<file path="src/inc/sstx_map.svh">
// Register offsets, field positions, control reset value, service vector and word width of the slave transmitter
`ifndef SSTX_MAP_SVH
`define SSTX_MAP_SVH
`define SSTX_OFF_CTRL    12'h000
`define SSTX_OFF_HOLD    12'h004
`define SSTX_OFF_STAT    12'h008
`define SSTX_OFF_IMASK   12'h00C
`define SSTX_OFF_ISTAT   12'h010
`define SSTX_OFF_WAKE    12'h014
// Control fields
`define SSTX_CTL_SLAVE   0
`define SSTX_CTL_TXEN    1
`define SSTX_CTL_SLEEP   2
`define SSTX_CTL_TX_IRQ_ENABLE    3
`define SSTX_CTL_PERIPHERAL_IRQ_ENABLE    4
`define SSTX_CTL_GIE     5
// Status / interrupt fields
`define SSTX_ST_TBE      0
`define SSTX_ST_WAKE     1
`define SSTX_ST_SHBUSY   2
`define SSTX_ST_HOLDFULL 3
`define SSTX_CTRL_RST    32'h0000_0000
`define SSTX_ISR_VECTOR  16'h0004
`define SSTX_WORD_BITS   8
`endif

</file>
<file path="src/inc/sstx_pkg.sv">
// Types of the synchronous slave transmitter
package sstx_pkg;
  typedef enum logic [1:0] {
    SH_IDLE,
    SH_SHIFT
  } sstx_shst_t;
endpackage

</file>
<file path="src/rtl/sstx_shifter.sv">
// Shift register clocked by sampled edges of the external shift clock
`timescale 1ns/1ps
`include "sstx_map.svh"
module sstx_shifter #(
  parameter int W = `SSTX_WORD_BITS
) (
  input  wire logic         clk,
  input  wire logic         rst_n,
  input  wire logic         enable,
  input  wire logic         fallEdge,
  input  wire logic         loadReq,
  input  wire logic [W-1:0] loadData,
  output logic              busy,
  output logic              dataOut,
  output logic              wordDone
);
  typedef struct packed {
    sstx_pkg::sstx_shst_t st;
    logic [W-1:0]         sh;
    logic [3:0]           cnt;
    logic                 dout;
    logic                 done;
  } sstx_shs_t;
  sstx_shs_t s_q, s_d;

  always_comb begin
    s_d = s_q;
    s_d.done = 1'b0;
    unique case (s_q.st)
      sstx_pkg::SH_IDLE: begin
        if (loadReq) begin
          s_d.st   = sstx_pkg::SH_SHIFT;
          s_d.sh   = loadData;
          s_d.dout = loadData[0];
          s_d.cnt  = 4'h0;
        end
      end
      sstx_pkg::SH_SHIFT: begin
        // One bit leaves per external clock pulse; next bit is set up on the falling edge
        if (!enable) begin
          s_d.st = sstx_pkg::SH_IDLE;
        end else if (fallEdge) begin
          if (s_q.cnt == 4'(W - 1)) begin
            s_d.st   = sstx_pkg::SH_IDLE;
            s_d.done = 1'b1;
          end else begin
            s_d.sh   = {1'b0, s_q.sh[W-1:1]};
            s_d.dout = s_q.sh[1];
            s_d.cnt  = s_q.cnt + 4'h1;
          end
        end
      end
    endcase
  end

  always_ff @(posedge clk) begin
    if (!rst_n) begin
      s_q <= '0;
      s_q.dout <= 1'b1;
    end else begin
      s_q <= s_d;
    end
  end

  assign busy     = (s_q.st == sstx_pkg::SH_SHIFT);
  assign dataOut  = s_q.dout;
  assign wordDone = s_q.done;

  AST_ONE_BIT_PER_CLOCK: assert property (@(posedge clk) disable iff (!rst_n)
    (busy && enable && fallEdge && s_q.cnt != 4'(W - 1)) |=> (s_q.cnt == $past(s_q.cnt) + 4'h1))
    else $error("bit counter did not advance on a clock pulse");
  AST_DONE_AFTER_WORD: assert property (@(posedge clk) disable iff (!rst_n)
    wordDone |-> $past(s_q.cnt) == 4'(W - 1))
    else $error("word ended before all bits shifted");
endmodule

</file>
<file path="src/rtl/sstx_slave_tx.sv">
// Synchronous slave transmitter that keeps shifting during sleep, with AHB-Lite registers
//
// The implementer's own choices: the address map and the AHB-Lite interface to the registers.
`timescale 1ns/1ps
`include "sstx_map.svh"
// Operation
// In sleep with slave transmit set up, accept external clocks and drive data.
// When the shift register is emptied, reload it from the holding buffer.
// Set the buffer empty flag at the moment of that reload.
// The buffer empty flag set during sleep wakes the processor.
// Holding buffer then takes another byte; writing it clears the flag.
// Software sets slave transmit configuration before sleep.
// Software fills shift register and holding buffer before sleep.
// Software sets transmit and peripheral interrupt enables if interrupt wanted.
// On wake resume after sleep; with global enable, call vector 0004h.
// Only synchronous slave mode keeps running during sleep.
// Slave mode shifts on the externally supplied clock.
// Eight-bit words, one bit out per external clock pulse.
module sstx_slave_tx (
  input  wire logic        clk,
  input  wire logic        rst_n,
  input  wire logic        hsel,
  input  wire logic [31:0] haddr,
  input  wire logic [1:0]  htrans,
  input  wire logic        hwrite,
  input  wire logic [2:0]  hsize,
  input  wire logic [31:0] hwdata,
  input  wire logic        hready,
  output logic      [31:0] hrdata,
  output logic             hreadyout,
  output logic             hresp,
  input  wire logic        shiftClkIn,
  output logic             serialDataOut,
  output logic             serialDataOe_n,
  output logic             wakeReq,
  output logic             isrCall,
  output logic      [15:0] isrVector,
  output logic             irq
);
  typedef struct packed {
    logic [1:0]  ckSync;
    logic        ckPrev;
    logic [7:0]  hold;
    logic        holdFull;
    logic [5:0]  ctrl;
    logic [3:0]  istat;
    logic [3:0]  imask;
    logic        wrPend;
    logic        rdPend;
    logic [11:0] addr;
    logic [31:0] rdata;
    logic        dout;
    logic        oe_n;
    logic        wake;
    logic        isr;
    logic        irq;
  } sstx_st_t;
  sstx_st_t s_q, s_d;

  logic       shBusy;
  logic       shOut;
  logic       shDone;
  logic       loadReq;
  logic       fallEdge;
  logic       slaveTx;
  logic       tbeSet;
  logic       holdWr;
  logic [3:0] wrBits;

  assign slaveTx  = s_q.ctrl[`SSTX_CTL_SLAVE] && s_q.ctrl[`SSTX_CTL_TXEN];
  assign fallEdge = s_q.ckPrev && !s_q.ckSync[1];
  // Reload when the shifter is idle: both on startup and right after a word completes
  assign loadReq  = slaveTx && !shBusy && s_q.holdFull;
  assign tbeSet   = loadReq;
  assign holdWr   = s_q.wrPend && (s_q.addr == `SSTX_OFF_HOLD);
  assign wrBits   = hwdata[3:0];

  sstx_shifter #(.W(`SSTX_WORD_BITS)) u_shifter (
    .clk      (clk),
    .rst_n    (rst_n),
    .enable   (slaveTx),
    .fallEdge (fallEdge),
    .loadReq  (loadReq),
    .loadData (s_q.hold),
    .busy     (shBusy),
    .dataOut  (shOut),
    .wordDone (shDone)
  );

  function automatic logic [31:0] regRead(input sstx_st_t s, input logic busy,
                                          input logic [11:0] a);
    logic [31:0] v;
    v = 32'h0000_0000;
    case (a)
      `SSTX_OFF_CTRL:  v = {26'h000_0000, s.ctrl};
      `SSTX_OFF_HOLD:  v = {24'h00_0000, s.hold};
      `SSTX_OFF_STAT:  v = {28'h000_0000, s.holdFull, busy, s.wake, s.istat[`SSTX_ST_TBE]};
      `SSTX_OFF_IMASK: v = {28'h000_0000, s.imask};
      `SSTX_OFF_ISTAT: v = {28'h000_0000, s.istat};
      `SSTX_OFF_WAKE:  v = {15'h0000, s.isr, `SSTX_ISR_VECTOR};
      default:         v = 32'h0000_0000;
    endcase
    return v;
  endfunction

  always_comb begin
    s_d = s_q;
    s_d.ckSync = {s_q.ckSync[0], shiftClkIn};
    s_d.ckPrev = s_q.ckSync[1];
    // Address phase capture; only whole-word transfers are expected
    s_d.wrPend = 1'b0;
    s_d.rdPend = 1'b0;
    if (hsel && hready && htrans[1]) begin
      s_d.addr   = {haddr[11:2], 2'b00};
      s_d.wrPend = hwrite;
      s_d.rdPend = !hwrite;
    end
    if (s_q.rdPend) begin
      s_d.rdata = 32'h0000_0000;
    end
    // Fetch from the new address in its address phase so the word stands in the data phase
    if (hsel && hready && htrans[1] && !hwrite) begin
      s_d.rdata = regRead(s_q, shBusy, {haddr[11:2], 2'b00});
    end
    if (loadReq) begin
      s_d.holdFull = 1'b0;
    end
    if (s_q.wrPend) begin
      unique case (s_q.addr)
        `SSTX_OFF_CTRL:  s_d.ctrl = hwdata[5:0];
        `SSTX_OFF_HOLD: begin
          s_d.hold     = hwdata[7:0];
          s_d.holdFull = 1'b1;
        end
        `SSTX_OFF_IMASK: s_d.imask = wrBits;
        `SSTX_OFF_ISTAT: s_d.istat = s_q.istat & ~wrBits;
        `SSTX_OFF_WAKE:  s_d.isr = 1'b0;
        default: ;
      endcase
    end
    // Flag is clear after reset; a fresh byte or a one written to ISTAT bit 0 clears it, a reload sets it
    if (holdWr) begin
      s_d.istat[`SSTX_ST_TBE] = 1'b0;
    end
    if (tbeSet) begin
      s_d.istat[`SSTX_ST_TBE] = 1'b1;
    end
    // Wake only in slave mode; other modes need the system clock that sleep stops
    if (tbeSet && s_q.ctrl[`SSTX_CTL_SLEEP]) begin
      s_d.istat[`SSTX_ST_WAKE] = 1'b1;
      s_d.wake = 1'b1;
      s_d.ctrl[`SSTX_CTL_SLEEP] = 1'b0;
      if (s_q.ctrl[`SSTX_CTL_TX_IRQ_ENABLE] && s_q.ctrl[`SSTX_CTL_PERIPHERAL_IRQ_ENABLE] && s_q.ctrl[`SSTX_CTL_GIE]) begin
        s_d.isr = 1'b1;
      end
    end else if (s_q.wrPend && s_q.addr == `SSTX_OFF_WAKE) begin
      s_d.wake = 1'b0;
    end
    s_d.dout = slaveTx ? shOut : 1'b1;
    s_d.oe_n = !slaveTx;
    s_d.irq  = |(s_d.istat & s_d.imask);
  end

  always_ff @(posedge clk) begin
    if (!rst_n) begin
      s_q <= '0;
      s_q.dout <= 1'b1;
      s_q.oe_n <= 1'b1;
    end else begin
      s_q <= s_d;
    end
  end

  assign hrdata         = s_q.rdata;
  assign hreadyout      = 1'b1;
  assign hresp          = 1'b0;
  assign serialDataOut  = s_q.dout;
  assign serialDataOe_n = s_q.oe_n;
  assign wakeReq        = s_q.wake;
  assign isrCall        = s_q.isr;
  assign isrVector      = `SSTX_ISR_VECTOR;
  assign irq            = s_q.irq;

  AST_RELOAD_ON_EMPTY: assert property (@(posedge clk) disable iff (!rst_n)
    loadReq |=> shBusy && (!s_q.holdFull || $past(holdWr)))
    else $error("holding byte not moved into empty shifter");
  AST_FLAG_ON_RELOAD: assert property (@(posedge clk) disable iff (!rst_n)
    loadReq |=> s_q.istat[`SSTX_ST_TBE])
    else $error("empty flag not set at reload");
  AST_WAKE_ON_FLAG: assert property (@(posedge clk) disable iff (!rst_n)
    (loadReq && s_q.ctrl[`SSTX_CTL_SLEEP]) |=> wakeReq && !s_q.ctrl[`SSTX_CTL_SLEEP])
    else $error("no wake after flag set in sleep");
  AST_NO_WAKE_AWAKE: assert property (@(posedge clk) disable iff (!rst_n)
    (!wakeReq && !(tbeSet && s_q.ctrl[`SSTX_CTL_SLEEP])) |=> !wakeReq)
    else $error("wake request without a flag set in sleep");
  AST_WRITE_CLEARS_FLAG: assert property (@(posedge clk) disable iff (!rst_n)
    (holdWr && !loadReq) |=> !s_q.istat[`SSTX_ST_TBE] && s_q.holdFull)
    else $error("holding write did not clear empty flag");
  AST_ISR_NEEDS_GIE: assert property (@(posedge clk) disable iff (!rst_n)
    $rose(s_q.isr) |-> $past(s_q.ctrl[`SSTX_CTL_GIE]) && $past(s_q.ctrl[`SSTX_CTL_TX_IRQ_ENABLE]))
    else $error("service call without global enable");
  AST_ISR_ON_WAKE: assert property (@(posedge clk) disable iff (!rst_n)
    (tbeSet && s_q.ctrl[`SSTX_CTL_SLEEP] && s_q.ctrl[`SSTX_CTL_TX_IRQ_ENABLE]
     && s_q.ctrl[`SSTX_CTL_PERIPHERAL_IRQ_ENABLE] && s_q.ctrl[`SSTX_CTL_GIE]) |=> isrCall)
    else $error("no service call on wake with all enables set");
  AST_WAKE_WRITE_CLEARS: assert property (@(posedge clk) disable iff (!rst_n)
    (s_q.wrPend && s_q.addr == `SSTX_OFF_WAKE && !(tbeSet && s_q.ctrl[`SSTX_CTL_SLEEP]))
    |=> !wakeReq && !isrCall)
    else $error("wake write did not clear the wake request");
  AST_DRIVE_IN_SLAVE: assert property (@(posedge clk) disable iff (!rst_n)
    slaveTx |=> !serialDataOe_n)
    else $error("data pin not driven in slave transmit");
  AST_IDLE_LINE_HIGH: assert property (@(posedge clk) disable iff (!rst_n)
    !slaveTx |=> serialDataOut && serialDataOe_n)
    else $error("data pin not released outside slave transmit");
  AST_NO_SHIFT_OUT_OF_MODE: assert property (@(posedge clk) disable iff (!rst_n)
    !slaveTx |=> !shBusy)
    else $error("shifter running outside slave mode");
  AST_IRQ_LEVEL: assert property (@(posedge clk) disable iff (!rst_n)
    irq == |(s_q.istat & s_q.imask))
    else $error("interrupt output mismatch");

  COV_WORD_DONE: cover property (@(posedge clk) disable iff (!rst_n) shDone);
  COV_WAKE: cover property (@(posedge clk) disable iff (!rst_n) $rose(wakeReq));
  COV_ISR: cover property (@(posedge clk) disable iff (!rst_n) $rose(isrCall));
  COV_RELOAD_IN_SLEEP: cover property (@(posedge clk) disable iff (!rst_n)
    loadReq && s_q.ctrl[`SSTX_CTL_SLEEP]);
  COV_WAKE_NO_ISR: cover property (@(posedge clk) disable iff (!rst_n) $rose(wakeReq) && !isrCall);
endmodule

</file>
<file path="config.mk">
export PLATFORM = sky130hd
export DESIGN_NAME = sstx_slave_tx
export DESIGN_NICKNAME = d
export VERILOG_FILES = /design/src/inc/sstx_pkg.sv /design/src/rtl/sstx_shifter.sv /design/src/rtl/sstx_slave_tx.sv
export VERILOG_INCLUDE_DIRS = /design/src /design/src/inc
export SDC_FILE = /design/constraint.sdc
export NUM_CORES = 1
export LEC_CHECK = 0
export ABC_AREA = 1
export BUFFER_PORTS_ARGS = -buffer_cell sky130_fd_sc_hd__buf_4
export CAP_MARGIN = 20
export CORE_ASPECT_RATIO = 0.5
export CORE_UTILIZATION = 49
export CTS_BUF_LIST = sky130_fd_sc_hd__clkbuf_16
export CTS_CLUSTER_DIAMETER = 40
export DETAILED_ROUTE_END_ITERATION = 12
export PLACE_DENSITY_LB_ADDON = 0.25
export SLEW_MARGIN = 20
export SYNTH_ARGS = -nofsm -noshare
export SYNTH_HDL_FRONTEND = slang
export SYNTH_SLANG_ARGS = --single-unit
export TNS_END_PERCENT = 20
</file>
<file path="constraint.sdc">
create_clock -name clk -period 1.6 [get_ports clk]
set_input_delay 0.16 -clock clk [delete_from_list [all_inputs] [get_ports clk]]
set_output_delay 0.16 -clock clk [all_outputs]
set_load 0.005 [all_outputs]
</file>
==> impl_metrics.tcl <==
set metrics [dict create \
    status "finished clean" \
    areaGrowthSynthToFinish_pct 15.7 \
    vias 2729 \
    crit_path_end_kind "register" \
    place_area_um2 3430 \
    die-area_um2 6960 \
    p_leak_nw 1.65 \
    fin_crit_sh_pct 90.5 \
    dp_cells 549 \
    die_w_um 117 \
    antenna_left 0 \
    final_util_pct 60.2 \
    ctsHoldBuffers 0 \
    rrSetupSlack_ns 0.15 \
    start_kind "register" \
    timing.fmax_mhz 690 \
    nNetsFinal 548 \
    chipHeight_um 59.5 \
    synthDistinctLibCells 31 \
    synth_seq_cells 65 \
    wire_per_inst_um 11.9 \
    via_per_inst 4.83 \
    cts_tree "built" \
    dr.pass1.iters 5 \
    clock_skew_ns 0.00568 \
    cts-root-buf "clkbuf_16" \
    synth-xor-area-share_pct 0 \
    cts_sinks 65 \
    place_hpwl_um 4940 \
    fin_crit_ns 1.45 \
    p_per_area_nw_per_um2 1050 \
    cts_buffer_depth 2 \
    clkTransAtPathRegs_ns 0.06 \
    postCtsSetupBuffers 0 \
    crit_type "register to register" \
    synth.avg_cell_area_um2 7.46 \
    arrival_ns 1.71 \
    antenna_found_initial 0 \
    gp_congestion 0.828 \
    final.setup.tns_ns 0 \
    track_usage_pct 21.9 \
    setup_viol 0 \
    dr.first_iter.drc_count 217 \
    cts_made_buffers 9 \
    min_path_type "input pin to register" \
    synthMuxAreaShare_pct 0 \
    start_util_pct 52.0 \
    grt_pass1_wl_um 11400 \
    cap_violations 0 \
    ir_worst_vdd_uv 477 \
    ys.warnings.count 0 \
    stdcell_area_um2 3750 \
    rsz0062_at_grt "true" \
    core_um2 6230 \
    worst_slew_pin_slew_ns 0.504 \
    drt_wl_total_um 6740 \
    io_pins 130 \
    crit_required_ns 1.86 \
    drc 0 \
    hold_viol 0 \
    port_buffers 38 \
    synth-compound-area-share_pct 15.5 \
    htreeDepth 3 \
    antenna_cells 0 \
    synth.largest_area_cell "dfxtp_1" \
    cts_resized 0 \
    drive_gt1_share_pct 21.2 \
    worstPathMaxFanout 13 \
    total_power_mw 3.93 \
    slew_viol_final 0 \
    seq_area_frac_synth_pct 40.2 \
    fin_cells 565 \
    row_count 20 \
    clock_insertion_delay_worst_skew_ns 0.33 \
    synth_top_family_by_area "simple AND/OR/NAND/NOR gates" \
    synth_cells 434 \
    synth-adder-area-share_pct 0.386 \
    yosysTopAreaCellShare_pct 40.2 \
    grt_overflow 0 \
    grt_max_degree 28 \
    grt_pass1_vias 2327 \
    slew-limit-headroom_pct 66.4 \
    yosys-top-cells-area "dfxtp_1 (40%), buf_4 (12%), nand2_1 (7.3%)" \
    syn_area_um2 3240 \
    yosys.area_share.simple_pct 24.3 \
]
-- kinds of logic after synthesis --
kind of cell             Yosys count
AND/OR/NAND/NOR                  160
buffers and inverters            110
AO/OA/AOI/OAI                     96
flip-flops                        65
other                              2
adder cells (fa/ha/maj)            1
-- critical path, cell delays in order (launching register included) --
cell and delay [ns]:
dfxtp_1 0.35, ha_1 0.17, nand2_1 0.09, nor2_2 0.20, nor2_4 0.07, nor2_4 0.13
buf_12 0.14, o21ai_0 0.09, a21oi_1 0.12
-- Yosys cell counts --
cell type,instances
dfxtp_1,65
nand2_1,63
buf_4,50
a21oi_1,47
inv_1,40
nor2_1,35
nand3_1,30
o21ai_0,26
o21ai_1,14
inv_2,8
nor2_4,7
o22ai_1,6
clkbuf_1,5
nor2_2,5
nor3_2,5
nand2_2,4
nand4_1,4
buf_6,3
buf_2,2
conb_1,2
nand2_4,2
nand3_2,2
a211oi_2,1
a21oi_2,1
and3_1,1
buf_1,1
ha_1,1
inv_4,1
nor3_1,1
o211ai_1,1
or2_2,1
-- cells in the final DEF (no fill, tap or decap), types with 2 or more instances in the layout --
| cell type | instances |
|---|---|
| o22ai_1 | 6 |
| bufinv_16 | 2 |
| inv_1 | 41 |
| clkinv_2 | 2 |
| nand2_4 | 2 |
| nor3_2 | 5 |
| nand2_1 | 63 |
| conb_1 | 41 |
| dfxtp_1 | 65 |
| nand3_2 | 2 |
| nand4_1 | 4 |
| clkbuf_16 | 9 |
| buf_4 | 48 |
| nor2_2 | 6 |
| nand3_1 | 30 |
| nor2_1 | 34 |
| nor2_4 | 7 |
| inv_2 | 8 |
| nand2_2 | 4 |
| a21oi_1 | 47 |
| o21ai_1 | 14 |
| o21ai_0 | 26 |
-- report_power, final --
part           internal [mW]  switching (mW)  total [mW]  leakage, nW
logic                 0.0785           0.153       0.232        0.971
clock network           1.35           0.707        2.06        0.158
registers               1.64         0.00901        1.65        0.525
-- worst paths after layout --
path | startpoint | to | cells past startpoint
max | u_shifter.s_q[3]$_SDFFE_PN0P_ | u_shifter.s_q[8]$_SDFFE_PN0P_ | 8
min reg2reg | s_d[76]$_SDFF_PN0_ | s_d[74]$_SDFF_PN0_ | 2
max reg2reg | u_shifter.s_q[3]$_SDFFE_PN0P_ | u_shifter.s_q[8]$_SDFFE_PN0P_ | 8
min | shiftClkIn | s_d[76]$_SDFF_PN0_ | 3
-- sequential cells by signal (all words and copies together) (netlist names) --
register and flops:
s_d 2, wakeReq 1, serialDataOe_n 1, hrdata 9
u_shifter.s_q 12, isrCall 1, serialDataOut 1, u_shifter.dataOut 1
s_q 36, irq 1
-- layout make-up --
cell class / instances / area [um^2]
multi-input cells: 298 / 1460
fillers: 578 / 2480
repair buffers: 49 / 380
clock inverters: 7 / 86.3
clock buffers: 9 / 225
inverters: 49 / 186
well taps: 88 / 110
flip-flops and latches: 65 / 1300
-- routing by layer --
metal / wire (um) / up-vias / global-route usage (%)
met5: 0 / - / 0
met4: 44 / 0 / 7.05
met3: 496 / 7 / 5.52
met2: 2880 / 117 / 33.2
met1: 3320 / 1217 / 30.7
li1: - / 1388 / -
-- metrics by stage --
stage / hold slack, ns / setup WS (ns)
after global routing: 0.0489 / -0.0163
after floorplan: 0.258 / 0.237
after detailed placement: 0.347 / 0.107
final: 0.0170 / 0.151
after CTS: 0.00841 / 0.0895
after global placement: 0.342 / 0.147
Power figures use the tool's default switching activity.
